`src/include/motion_pause_pkg.sv`:
```
package motion_pause_pkg;

  // timing
  localparam int CLK_MHZ         = 200;
  localparam int COMM_CYCLE_US   = 1000;
  localparam int COMM_CYCLE_CLKS = COMM_CYCLE_US * CLK_MHZ;

  // register byte offsets
  localparam logic [7:0] ADDR_CMD      = 8'h00;
  localparam logic [7:0] ADDR_MONSEL   = 8'h04;
  localparam logic [7:0] ADDR_DECEL    = 8'h08;
  localparam logic [7:0] ADDR_STATUS   = 8'h0C;
  localparam logic [7:0] ADDR_IRQ_STAT = 8'h10;
  localparam logic [7:0] ADDR_IRQ_MASK = 8'h14;

  // command register fields
  localparam int CMD_W          = 11;
  localparam int CMD_CODE_LSB   = 0;
  localparam int STOP_MODE_BIT  = 8;
  localparam int PAUSE_REQ_BIT  = 9;
  localparam int CANCEL_REQ_BIT = 10;

  // monitor select fields
  localparam int MONSEL_W = 12;
  localparam int MON1_LSB = 0;
  localparam int MON2_LSB = 4;
  localparam int MON3_LSB = 8;

  // status word fields
  localparam int ST_SUSPEND_DONE_BIT = 0;
  localparam int ST_ABORT_DONE_BIT   = 1;
  localparam int ST_STANDSTILL_BIT   = 2;
  localparam int ST_PROFILE_DONE_BIT = 3;
  localparam int ST_SERVO_READY_BIT  = 12;
  localparam int ST_ENERGIZED_BIT    = 13;
  localparam int ST_MON1_LSB         = 16;
  localparam int ST_MON2_LSB         = 20;
  localparam int ST_MON3_LSB         = 24;

  // interrupt bits
  localparam int IRQ_W           = 2;
  localparam int IRQ_SUSPEND_BIT = 0;
  localparam int IRQ_ABORT_BIT   = 1;

  // reset values
  localparam logic [CMD_W-1:0]    CMD_RST    = 11'h000;
  localparam logic [MONSEL_W-1:0] MONSEL_RST = 12'h000;
  localparam logic [31:0]         DECEL_RST  = 32'h0000_0000;
  localparam logic [IRQ_W-1:0]    MASK_RST   = 2'h0;

  // motion command codes, values arbitrary
  localparam logic [7:0] CMD_TARGET_MOVE      = 8'h01;
  localparam logic [7:0] CMD_JOG_FEED         = 8'h02;
  localparam logic [7:0] CMD_EXT_TRIGGER_JOG  = 8'h03;
  localparam logic [7:0] CMD_EXT_TRIGGER_MOVE = 8'h04;
  localparam logic [7:0] CMD_HOMING           = 8'h05;
  localparam logic [7:0] CMD_SPEED_REGULATION = 8'h06;

  typedef enum logic [1:0] {
    ST_IDLE  = 2'b00,
    ST_RUN   = 2'b01,
    ST_HOLD  = 2'b10,
    ST_ABORT = 2'b11
  } motion_state_t;

endpackage : motion_pause_pkg

```
`src/rtl/motion_pause_cancel_status.sv`:
```
// How it works
// RL1 - status bit 12 reports that the servo may be switched on
// RL2 - status bit 13 reports that the motor is energized
// RL3 - three 4-bit monitor selections echo into status bits 16-27
// RL4 - pause halts motion yet keeps processing state for a later resume
// RL5 - pause acts only on the six motion commands; otherwise done flag stays 0
// RL6 - master sets stop mode and pause or cancel with an eligible motion command
// RL7 - stop follows the stop mode; deceleration uses the command's slowdown rate
// RL8 - pause done once pause and standstill; profile done held 0 while paused
// RL9 - master repeats the motion command until the done flag reads 1
// RL10 - clearing pause resumes the suspended motion
// RL11 - cancel discards processing state; valid for the same six commands
// RL12 - cancel done on profile done (position) or standstill (speed)
// RL13 - cancel ignored for ineligible commands; its done flag stays 0
// RL14 - cancel wins over pause, together or later
// RL15 - after cancel clears, the next motion command starts fresh
// RL16 - requests sampled and flags updated once per communication cycle
//
// Added by the designer: the placing of the registers and the AHB-Lite slave port.
module motion_pause_cancel_status #(
  parameter int COMM_CYCLE_CLKS_P = motion_pause_pkg::COMM_CYCLE_CLKS
) (
  // clock and reset
  input  wire logic        clock,
  input  wire logic        rstn,
  // ahb-lite slave
  input  wire logic        hsel,
  input  wire logic [31:0] haddr,
  input  wire logic [1:0]  htrans,
  input  wire logic        hwrite,
  input  wire logic [2:0]  hsize,
  input  wire logic [31:0] hwdata,
  input  wire logic        hready,
  output logic             hreadyout,
  output logic             hresp,
  output logic [31:0]      hrdata,
  // motion core status
  input  wire logic        standstillFlag,
  input  wire logic        profileOutputDone,
  input  wire logic        servoReadyIn,
  input  wire logic        motorEnergizedIn,
  input  wire logic        positionMode,
  // motion core control
  output logic             motionStart,
  output logic             motionDiscard,
  output logic             motionHalt,
  output logic             stopModeOut,
  output logic [31:0]      slowdownRate,
  output logic [7:0]       activeCommand,
  output logic             commTick,
  // response flags and interrupt
  output logic             suspendDoneFlag,
  output logic             abortDoneFlag,
  output logic             irq
);
  import motion_pause_pkg::*;

  localparam int CW = $clog2(COMM_CYCLE_CLKS_P + 1);

  function automatic logic isMotionCmd(input logic [7:0] code);
    isMotionCmd = (code == CMD_TARGET_MOVE) || (code == CMD_JOG_FEED) ||
                  (code == CMD_EXT_TRIGGER_JOG) || (code == CMD_EXT_TRIGGER_MOVE) ||
                  (code == CMD_HOMING) || (code == CMD_SPEED_REGULATION);
  endfunction : isMotionCmd

  function automatic logic regHit(input logic ok, input logic [7:0] a, input logic [7:0] off);
    regHit = ok && (a == off);
  endfunction : regHit

  // reset release
  logic rstSync1_r;
  logic rstSync2_r;
  always_ff @(posedge clock or negedge rstn) begin
    if (!rstn) begin
      rstSync1_r <= 1'b0;
      rstSync2_r <= 1'b0;
    end else begin
      rstSync1_r <= 1'b1;
      rstSync2_r <= rstSync1_r;
    end
  end
  wire logic rstnInt = rstSync2_r;

  // communication cycle divider
  logic [CW-1:0] cnt_r;
  logic [CW-1:0] cnt_nxt;
  always_comb begin
    commTick = (cnt_r == CW'(COMM_CYCLE_CLKS_P - 1));
    cnt_nxt  = commTick ? '0 : cnt_r + CW'(1);
  end
  always_ff @(posedge clock or negedge rstnInt) begin
    if (!rstnInt) begin
      cnt_r <= '0;
    end else begin
      cnt_r <= cnt_nxt;
    end
  end

  // bus address phase
  logic       wrPend_r;
  logic       wrPend_nxt;
  logic       addrOk_r;
  logic       addrOk_nxt;
  logic [7:0] addr_r;
  logic [7:0] addr_nxt;
  logic       addrPhase;
  always_comb begin
    addrPhase  = hsel && hready && htrans[1];
    wrPend_nxt = addrPhase && hwrite;
    addrOk_nxt = addrOk_r;
    addr_nxt   = addr_r;
    if (addrPhase) begin
      addrOk_nxt = (haddr[31:8] == 24'h00_0000) && (haddr[1:0] == 2'h0) &&
                   (hsize == 3'h2);
      addr_nxt   = haddr[7:0];
    end
  end
  always_ff @(posedge clock or negedge rstnInt) begin
    if (!rstnInt) begin
      wrPend_r <= 1'b0;
      addrOk_r <= 1'b0;
      addr_r   <= 8'h00;
    end else begin
      wrPend_r <= wrPend_nxt;
      addrOk_r <= addrOk_nxt;
      addr_r   <= addr_nxt;
    end
  end
  assign hreadyout = 1'b1;
  assign hresp     = 1'b0;

  // motion state and response flags
  motion_state_t      state_r;
  motion_state_t      state_nxt;
  logic               suspendDone_r;
  logic               suspendDone_nxt;
  logic               abortDone_r;
  logic               abortDone_nxt;
  logic [IRQ_W-1:0]   irqEvent;

  // software registers
  logic [CMD_W-1:0]    cmdReg_r;
  logic [CMD_W-1:0]    cmdReg_nxt;
  logic [MONSEL_W-1:0] monSel_r;
  logic [MONSEL_W-1:0] monSel_nxt;
  logic [31:0]         decel_r;
  logic [31:0]         decel_nxt;
  logic [IRQ_W-1:0]    irqMask_r;
  logic [IRQ_W-1:0]    irqMask_nxt;
  logic [IRQ_W-1:0]    irqStat_r;
  logic [IRQ_W-1:0]    irqStat_nxt;
  logic [IRQ_W-1:0]    irqClr;
  always_comb begin
    cmdReg_nxt  = cmdReg_r;
    monSel_nxt  = monSel_r;
    decel_nxt   = decel_r;
    irqMask_nxt = irqMask_r;
    irqClr      = '0;
    if (wrPend_r) begin
      if (regHit(addrOk_r, addr_r, ADDR_CMD)) begin
        cmdReg_nxt = hwdata[CMD_W-1:0];
      end else if (regHit(addrOk_r, addr_r, ADDR_MONSEL)) begin
        monSel_nxt = hwdata[MONSEL_W-1:0];
      end else if (regHit(addrOk_r, addr_r, ADDR_DECEL)) begin
        decel_nxt = hwdata;
      end else if (regHit(addrOk_r, addr_r, ADDR_IRQ_MASK)) begin
        irqMask_nxt = hwdata[IRQ_W-1:0];
      end else if (regHit(addrOk_r, addr_r, ADDR_IRQ_STAT)) begin
        irqClr = hwdata[IRQ_W-1:0];
      end
    end
    // a new event wins over a clear in the same cycle
    irqStat_nxt = (irqStat_r & ~irqClr) | irqEvent;
  end
  always_ff @(posedge clock or negedge rstnInt) begin
    if (!rstnInt) begin
      cmdReg_r  <= CMD_RST;
      monSel_r  <= MONSEL_RST;
      decel_r   <= DECEL_RST;
      irqMask_r <= MASK_RST;
      irqStat_r <= '0;
    end else begin
      cmdReg_r  <= cmdReg_nxt;
      monSel_r  <= monSel_nxt;
      decel_r   <= decel_nxt;
      irqMask_r <= irqMask_nxt;
      irqStat_r <= irqStat_nxt;
    end
  end
  assign irq = |(irqStat_r & irqMask_r);

  // per-cycle sampling of command and core status
  logic                eligible;
  logic                reqPause;
  logic                reqCancel;
  logic                pauseEff;
  logic                cancelEff;
  logic                start_nxt;
  logic                discard_nxt;
  logic                stopMode_nxt;
  logic [31:0]         rate_nxt;
  logic [7:0]          code_nxt;
  logic [MONSEL_W-1:0] monEcho_r;
  logic [MONSEL_W-1:0] monEcho_nxt;
  logic                servoReady_r;
  logic                servoReady_nxt;
  logic                energized_r;
  logic                energized_nxt;
  logic                standstill_r;
  logic                standstill_nxt;
  logic                profDone_r;
  logic                profDone_nxt;
  always_comb begin
    eligible  = isMotionCmd(cmdReg_r[CMD_CODE_LSB +: 8]);
    reqPause  = cmdReg_r[PAUSE_REQ_BIT];
    reqCancel = cmdReg_r[CANCEL_REQ_BIT];
    cancelEff = reqCancel && eligible;                          // [RL11] [RL13]
    pauseEff  = reqPause && eligible && !reqCancel;             // [RL5] [RL14]
    state_nxt       = state_r;
    suspendDone_nxt = suspendDone_r;
    abortDone_nxt   = abortDone_r;
    start_nxt       = 1'b0;
    discard_nxt     = 1'b0;
    stopMode_nxt    = stopModeOut;
    rate_nxt        = slowdownRate;
    code_nxt        = activeCommand;
    monEcho_nxt     = monEcho_r;
    servoReady_nxt  = servoReady_r;
    energized_nxt   = energized_r;
    standstill_nxt  = standstill_r;
    profDone_nxt    = profDone_r;
    if (commTick) begin                                         // [RL16]
      stopMode_nxt   = cmdReg_r[STOP_MODE_BIT];                 // [RL7]
      rate_nxt       = decel_r;                                 // [RL7]
      code_nxt       = cmdReg_r[CMD_CODE_LSB +: 8];
      monEcho_nxt    = monSel_r;                                // [RL3]
      servoReady_nxt = servoReadyIn;                            // [RL1]
      energized_nxt  = motorEnergizedIn;                        // [RL2]
      standstill_nxt = standstillFlag;
      profDone_nxt   = profileOutputDone && (state_r != ST_HOLD); // [RL8]
      case (state_r)
        ST_IDLE: begin
          if (eligible && !reqCancel) begin
            state_nxt = ST_RUN;
            start_nxt = 1'b1;
          end
        end
        ST_RUN: begin
          if (cancelEff) begin                                  // [RL14]
            state_nxt   = ST_ABORT;
            discard_nxt = 1'b1;                                 // [RL11]
          end else if (pauseEff) begin
            state_nxt = ST_HOLD;                                // [RL4]
          end else if (!eligible) begin
            state_nxt = ST_IDLE;
          end
        end
        ST_HOLD: begin
          if (cancelEff) begin                                  // [RL14]
            state_nxt   = ST_ABORT;
            discard_nxt = 1'b1;
          end else if (!reqPause) begin
            state_nxt = ST_RUN;                                 // [RL10]
          end else if (!eligible) begin
            state_nxt = ST_IDLE;
          end
        end
        ST_ABORT: begin
          if (!reqCancel) begin
            state_nxt = eligible ? ST_RUN : ST_IDLE;            // [RL15]
            start_nxt = eligible;                               // [RL15]
          end
        end
        default: state_nxt = ST_IDLE;
      endcase
      suspendDone_nxt = pauseEff && (state_r == ST_HOLD) && standstillFlag;  // [RL8]
      abortDone_nxt   = cancelEff && (state_r == ST_ABORT) &&
                        (positionMode ? profileOutputDone : standstillFlag); // [RL12]
    end
    irqEvent = '0;
    irqEvent[IRQ_SUSPEND_BIT] = suspendDone_nxt && !suspendDone_r;
    irqEvent[IRQ_ABORT_BIT]   = abortDone_nxt && !abortDone_r;
  end
  always_ff @(posedge clock or negedge rstnInt) begin
    if (!rstnInt) begin
      state_r       <= ST_IDLE;
      suspendDone_r <= 1'b0;
      abortDone_r   <= 1'b0;
      motionStart   <= 1'b0;
      motionDiscard <= 1'b0;
      stopModeOut   <= 1'b0;
      slowdownRate  <= DECEL_RST;
      activeCommand <= 8'h00;
      monEcho_r     <= '0;
      servoReady_r  <= 1'b0;
      energized_r   <= 1'b0;
      standstill_r  <= 1'b0;
      profDone_r    <= 1'b0;
    end else begin
      state_r       <= state_nxt;
      suspendDone_r <= suspendDone_nxt;
      abortDone_r   <= abortDone_nxt;
      motionStart   <= start_nxt;
      motionDiscard <= discard_nxt;
      stopModeOut   <= stopMode_nxt;
      slowdownRate  <= rate_nxt;
      activeCommand <= code_nxt;
      monEcho_r     <= monEcho_nxt;
      servoReady_r  <= servoReady_nxt;
      energized_r   <= energized_nxt;
      standstill_r  <= standstill_nxt;
      profDone_r    <= profDone_nxt;
    end
  end
  // halt keeps the motion core's state; discard clears it
  assign motionHalt      = (state_r == ST_HOLD) || (state_r == ST_ABORT); // [RL4] [RL7]
  assign suspendDoneFlag = suspendDone_r;
  assign abortDoneFlag   = abortDone_r;

  // read data
  logic [31:0] statusWord;
  always_comb begin
    statusWord = 32'h0000_0000;
    statusWord[ST_SUSPEND_DONE_BIT] = suspendDone_r;
    statusWord[ST_ABORT_DONE_BIT]   = abortDone_r;
    statusWord[ST_STANDSTILL_BIT]   = standstill_r;
    statusWord[ST_PROFILE_DONE_BIT] = profDone_r;
    statusWord[ST_SERVO_READY_BIT]  = servoReady_r;                     // [RL1]
    statusWord[ST_ENERGIZED_BIT]    = energized_r;                      // [RL2]
    statusWord[ST_MON1_LSB +: 4]    = monEcho_r[MON1_LSB +: 4];         // [RL3]
    statusWord[ST_MON2_LSB +: 4]    = monEcho_r[MON2_LSB +: 4];         // [RL3]
    statusWord[ST_MON3_LSB +: 4]    = monEcho_r[MON3_LSB +: 4];         // [RL3]
    hrdata = 32'h0000_0000;
    if (regHit(addrOk_r, addr_r, ADDR_CMD)) begin
      hrdata[CMD_W-1:0] = cmdReg_r;
    end else if (regHit(addrOk_r, addr_r, ADDR_MONSEL)) begin
      hrdata[MONSEL_W-1:0] = monSel_r;
    end else if (regHit(addrOk_r, addr_r, ADDR_DECEL)) begin
      hrdata = decel_r;
    end else if (regHit(addrOk_r, addr_r, ADDR_STATUS)) begin
      hrdata = statusWord;
    end else if (regHit(addrOk_r, addr_r, ADDR_IRQ_STAT)) begin
      hrdata[IRQ_W-1:0] = irqStat_r;
    end else if (regHit(addrOk_r, addr_r, ADDR_IRQ_MASK)) begin
      hrdata[IRQ_W-1:0] = irqMask_r;
    end
  end

endmodule : motion_pause_cancel_status

```
`config.mk`:
```
export PLATFORM = sky130hd
export DESIGN_NAME = motion_pause_cancel_status
export DESIGN_NICKNAME = d
export VERILOG_FILES = /design/src/include/motion_pause_pkg.sv /design/src/rtl/motion_pause_cancel_status.sv
export SDC_FILE = /design/constraint.sdc
export NUM_CORES = 1
export LEC_CHECK = 0
export BUFFER_PORTS_ARGS = -buffer_cell sky130_fd_sc_hd__buf_2
export CORE_ASPECT_RATIO = 1.5
export CORE_MARGIN = 2
export CORE_UTILIZATION = 40
export DETAILED_ROUTE_END_ITERATION = 7
export GPL_ROUTABILITY_DRIVEN = 0
export MAX_ROUTING_LAYER = met4
export SYNTH_ARGS = -nofsm -noshare
export SYNTH_HDL_FRONTEND = slang
export SYNTH_SLANG_ARGS = --single-unit
```
`constraint.sdc`:
```
create_clock -name clock -period 4.6 [get_ports clock]
set_clock_uncertainty 0.15 [all_clocks]
set_input_delay 0.69 -clock clock [delete_from_list [all_inputs] [get_ports clock]]
set_output_delay 0.69 -clock clock [all_outputs]
set_load 0.01 [all_outputs]
```
======== Word level (Yosys, flattened, before mapping) ========
Index checks and enable logic that the tools add are counted.
cells by class
  add/subtract/negate cells ............... 1
  eq/ne operators ......................... 19
  multiplexer cells ....................... 35
  bitwise gates (word level) .............. 7
  reduce and logical (&&, ||, !) cells .... 42
operators with widths
  kind                     count
  $eq A8 B3 Y1 const B     4
  $mux W2                  16
  $mux W32                 1
  $mux W26                 1
  $logic_not A24 Y1        1
  $logic_and A1 B1 Y1      22
  $mux W21                 1
  $mux W20                 1
  $add A18 B1 Y18 const B  1
  $eq A18 B18 Y1 const B   1
  $mux W18                 1
  $eq A8 B2 Y1 const B     2
  $eq A8 B4 Y1 const B     2
  $eq A8 B5 Y1 const B     2
  $mux W12                 1
  $mux W11                 1
  $mux W1                  10
  $eq A8 B1 Y1 const B     1
  $logic_not A8 Y1         1
  $pmux W2 S4              1
  $logic_or A1 B1 Y1       6
  $ne A2 B2 Y1 const B     3
  $reduce_and A3 Y1        2
  $reduce_and A5 Y1        1
  13 further kinds         21
word-level totals
  flip-flop bits (word level) ............. 152
  input port bits ......................... 79
  output and inout port bits .............. 82
  logic and storage cells ................. 128

======== Depth between registers and ports, before layout ========
  depth after elaboration ................. 13
  mapped depth ............................ 8
  depth with buffers taken out ............ 7

======== Worst setup path after synthesis ========
Ideal clock, no wire load.
  kind .................................... register to output
  start point ............................. register addr_r[1]
  end point ............................... output hrdata[10]
  arrival time ............................ 1.703 ns
  data required time ...................... 3.760 ns
  slack ................................... 2.057 ns
  cell stages (with the launch flop) ...... 8
  buffers on the path ..................... 2
  cell sequence ........................... dfrtp_1 -> nor4_1 -> and3b_1 -> and3_1 -> buf_2 -> clkbuf_1 -> nand2_1 -> o21ai_0
on the way
  longest elaborated chain between the ends .. 5
  elaborated cells between the ends (all ways) .. 9
  those cells by class .................... 2 x eq/ne; 3 x mux; 4 x reduce/logical
RTL lines
  element                 RTL line                           text
  from (decl)             motion_pause_cancel_status.sv:104  logic [7:0] addr_r;
  from (signal assigned)  motion_pause_cancel_status.sv:126  addr_r <= addr_nxt;
  $eq A8 B4 Y1            motion_pause_cancel_status.sv:67   regHit = ok && (a == off);
  $logic_and A1 B1 Y1     motion_pause_cancel_status.sv:67
  $mux W32                motion_pause_cancel_status.sv:338  end else if (regHit(addrOk_r, addr_r, ADDR_DECEL)) begin
  $mux W12                motion_pause_cancel_status.sv:336  end else if (regHit(addrOk_r, addr_r, ADDR_MONSEL)) begin
  $mux W11 *              motion_pause_cancel_status.sv:334  if (regHit(addrOk_r, addr_r, ADDR_CMD)) begin
  to (decl)               motion_pause_cancel_status.sv:36   output logic [31:0] hrdata,
Every way passes the cells marked *; elsewhere a longest branch is shown, timed or not.

======== Worst setup path after layout ========
  start point ............................. register addr_r[1]
  end point ............................... output hrdata[26]
on the way
  longest elaborated chain between the ends .. 6
  elaborated cells between the ends (all ways) .. 12
  those cells by class .................... 3 x eq/ne; 4 x mux; 5 x reduce/logical
RTL lines
  element              RTL line                           text
  $eq A8 B4 Y1         motion_pause_cancel_status.sv:67
  $logic_and A1 B1 Y1  motion_pause_cancel_status.sv:67
  $mux W26             motion_pause_cancel_status.sv:340  end else if (regHit(addrOk_r, addr_r, ADDR_STATUS)) begin
  $mux W32             motion_pause_cancel_status.sv:338
  $mux W20             motion_pause_cancel_status.sv:336
  $mux W21 *           motion_pause_cancel_status.sv:334
Marked as above.

==> impl_results.md <==
* Layout cells sized above 1 at around 34%
* Number of antenna cells inserted at 0
* Clock Tree Root: clkbuf_16
* Dominant cells by area after synthesis: dfrtp_1 (56%), mux2_2 (11%), nand2_1 (11%)
* First-pass GRT wire length at between 20000 and 30000 um
* Number of hold violations in the final report at 0
* Worst path bufs/invs at 2
* Count of routing violations after the opening detailed-route iteration at between 400 and 500
* Seq/Total Area, Yosys at a little under three fifths
* Layout overhead on the synthesized area at 22.4%
* Row cnt at between 50 and 60
* Minimum period implied by the final worst setup slack at between 3 and 4 ns
* Required time of the worst setup path at 3.76 ns
* Synth warn at 0
* Ranking of synthesized cells by instance count: nand2_1 (194), dfrtp_1 (152), mux2_2 (66)
* DR vias at about 5200
* Clock H-tree levels at 4
* Number of nets with antenna violations after detailed routing at 0
* Area of the multi-input gates at between 2000 and 3000 um2
* Worst min-delay path category: reg -> async
* Most frequently used flop master after synthesis: dfrtp_1
* Most frequent cell after synthesis: nand2_1
* P per Cell Area at approximately 340 nW/um2
* Initial Util at about two fifths
* Share of total power in combinational logic at around 4.8%
* RSZ-0062 raised after global routing: no
* Pin count of the biggest net entering global routing at a little over 60
* DRT Wirelength at approximately 17000 um
* Path type of the worst setup path: reg -> out
* P_leak at 0.00389 uW
* CTS tree: built
* Grt total ovfl at 0
* Count of cells resized by post-cts repair at 0
* I/O pin count at between 150 and 200
* Die area at about 18000 um2
* Critical path fanouts, max at 18
* Library cell with the largest summed area after synthesis: dfrtp_1
* Number of antenna violations at the first check in global routing at 0
* Max IR drop VDD at 0.000184 V
* Result of the run: finished, final reports clean
* Total count of max-transition violations in the final report at 0
* Post-route setup TNS at 0 ns
* Final Instance Count excl. Fillers at a little over 1000
* Worst slew margin relative to its limit at slightly below 40%
* Number of setup violations in the final report at 0
* Clock share of power at between 40% and 50%
* Final-layout fill cell count at around 1600
* Router iterations before antenna repair at 4
* Largest stage delay, worst path at around 0.53 ns
* Number of sinks driven by the clock tree at between 150 and 200
* Maximum Capacitance Violations at 0
* Startpoint type of the worst setup path: flip-flop
* Critical path capture point type: primary output
* Sequential group share of total power at approximately half
* Number of flops mapped to enable cells by yosys at 0
* Clock slew at reported path FFs at roughly 0.07 ns
* Pin slew with the least headroom to its limit at 0.912 ns
* Average wire per standard cell at ~16 um
* Total half-perimeter wirelength after legalization and detailed placement at 11800 um
* Gr usage total at around a fifth
* Synth Cell Area at between 6000 and 7000 um2
* Asr flop ratio synth at 100%
* Switching part of the total power at 24.4%
* Final worst slack at between 1 and 1.5 ns
* Number of placed instances, taps included at ~980
* Post-layout net count at approximately 880
* CP max stage cell: and3_1
* Average via count per standard cell at a little over 5
* TritonCTS Buffers at 17
* CTS max path bufs at 2
* Setup slack at placement at ~1.4 ns
* Clock insertion delay at the later pin of the skew report at ~0.42 ns
* Data arrival time of the critical path at 2.73 ns
* Mapped Cells at 639
* Mean post-synth cell area at 10.6 um2
* Post-detailed-route DRC marker count at 0
* Area share of the leading cell type in the synthesized netlist at about 56%
* Input/output buffers at 157
* Library cells used by synthesis at 48
* Reg area at roughly 3800 um2
* Family of cells with the greatest summed delay on the critical path: simple AND/OR/NAND/NOR gates
* Critical Path, Cell by Cell: nor4_1 -> and3b_1 -> and3_1 -> buf_4 -> a22o_1 -> buf_2
* Internal power at 2140 uW
* Net switching power of the design at ~700 uW
* Highest clock rate at between 200 and 300 MHz
* Die boundary height at roughly 160 um
* Die X-Extent at around 110 um
* Floorplan core area at ~17000 um2
* Register bit count reported by yosys at between 150 and 200
* Fin crit share at 77.7%
* Vias in the first global route at 5181
power by group through the flow:
| stage | Combinational [uW] | Clock (uW) | Sequential (uW) |
|---|---|---|---|
| final | 135 | 1280 | 1420 |
| after global routing | 150 | 1380 | 1430 |
| after CTS | 138 | 1310 | 1420 |
| after detailed placement | 137 | 0 | 1450 |
| after global placement | 132 | 0 | 1450 |
| after floorplan | 85.2 | 0 | 1430 |
placed cells by master, fill, tap and decap left out, types with 8 or more instances in the layout:
cell type	synthesis	routed
xor2_1	9	9
buf_4	3	8
clkbuf_16	0	17
nand2_1	194	194
and2_1	8	8
mux2i_1	8	8
o21ai_0	17	17
nor4_1	11	11
buf_2	17	157
dfrtp_1	152	151
a22o_1	17	17
nor2_1	22	22
mux2_2	66	66
nand3_1	14	14
registers in the layout, indices dropped and copies added (netlist names), 2 cells and up:
register,cells
irqStat_r,2
cnt_r,18
decel_r,32
cmdReg_r,11
state_r,2
monEcho_r,12
monSel_r,12
addr_r,8
irqMask_r,2
slowdownRate,32
activeCommand,8
final timing paths:
path	startpoint	endpoint	slack (ns)	cells after the start
max	addr_r[1]	hrdata[26]	1.03	6
min	rstSync2_r	slowdownRate[29]	0.17	0
max reg2reg	cnt_r[7]	abortDoneFlag	1.80	5
min reg2reg	rstSync2_r	slowdownRate[29]	0.17	0
max in group asynchronous	rstSync2_r	slowdownRate[19]	2.97	1
min in group clock	rstSync1_r	rstSync2_r	0.21	0
cell type report:
cell class	count	share of cell area (%)
tap	210	3.17
clock buffer	17	5.14
multi-input combinational	448	33.7
inverter	6	0.272
sequential	152	46.0
timing repair buffer	166	10.3
clock inverter	14	1.41
kinds of logic after synthesis:
logic type                 Yosys count  share of synthesized area (%)
AOI/OAI and AO/OA                   55                           5.58
xor gates and xnor gates            14                           1.81
adders and majority gates            7                           1.26
buffers and inverters               40                           2.81
DFF                                152                           56.2
muxes                               76                           12.9
other                                2                          0.111
and+or+nand+nor                    293                           19.3
per-layer routing:
layer  global-route usage [%]  vias to the layer above  part of all wire, %  wire length (um)
met3                     4.23                       16                  4.9               822
li1                         -                     2477                    -                 -
met2                     31.2                      143                   51              8440
met4                     5.51                        0                  1.4               230
met1                     25.0                     2540                   43              7130
met5                        -                        -                    0                 0
timing repair:
item | in CTS | in global routing
setup endpoints to repair | 0 | 0
setup buffers | 0 | 0
hold buffers | 1 | 0
endpoints found under the hold margin | 2 | 0
stage by stage:
step                power, uW  hold WS (ns)  util (%)  cell area (um2)
global route             2960         0.219      49.6             8280
global placement         1580         0.181      46.3             7730
CTS                      2870         0.188      49.6             8280
floorplan                1520         0.181         -             6770
detailed placement       1590         0.188      46.3             7730
finish                   2840         0.174      49.6             8280
Note: power is estimated with default switching activity, not from simulation.
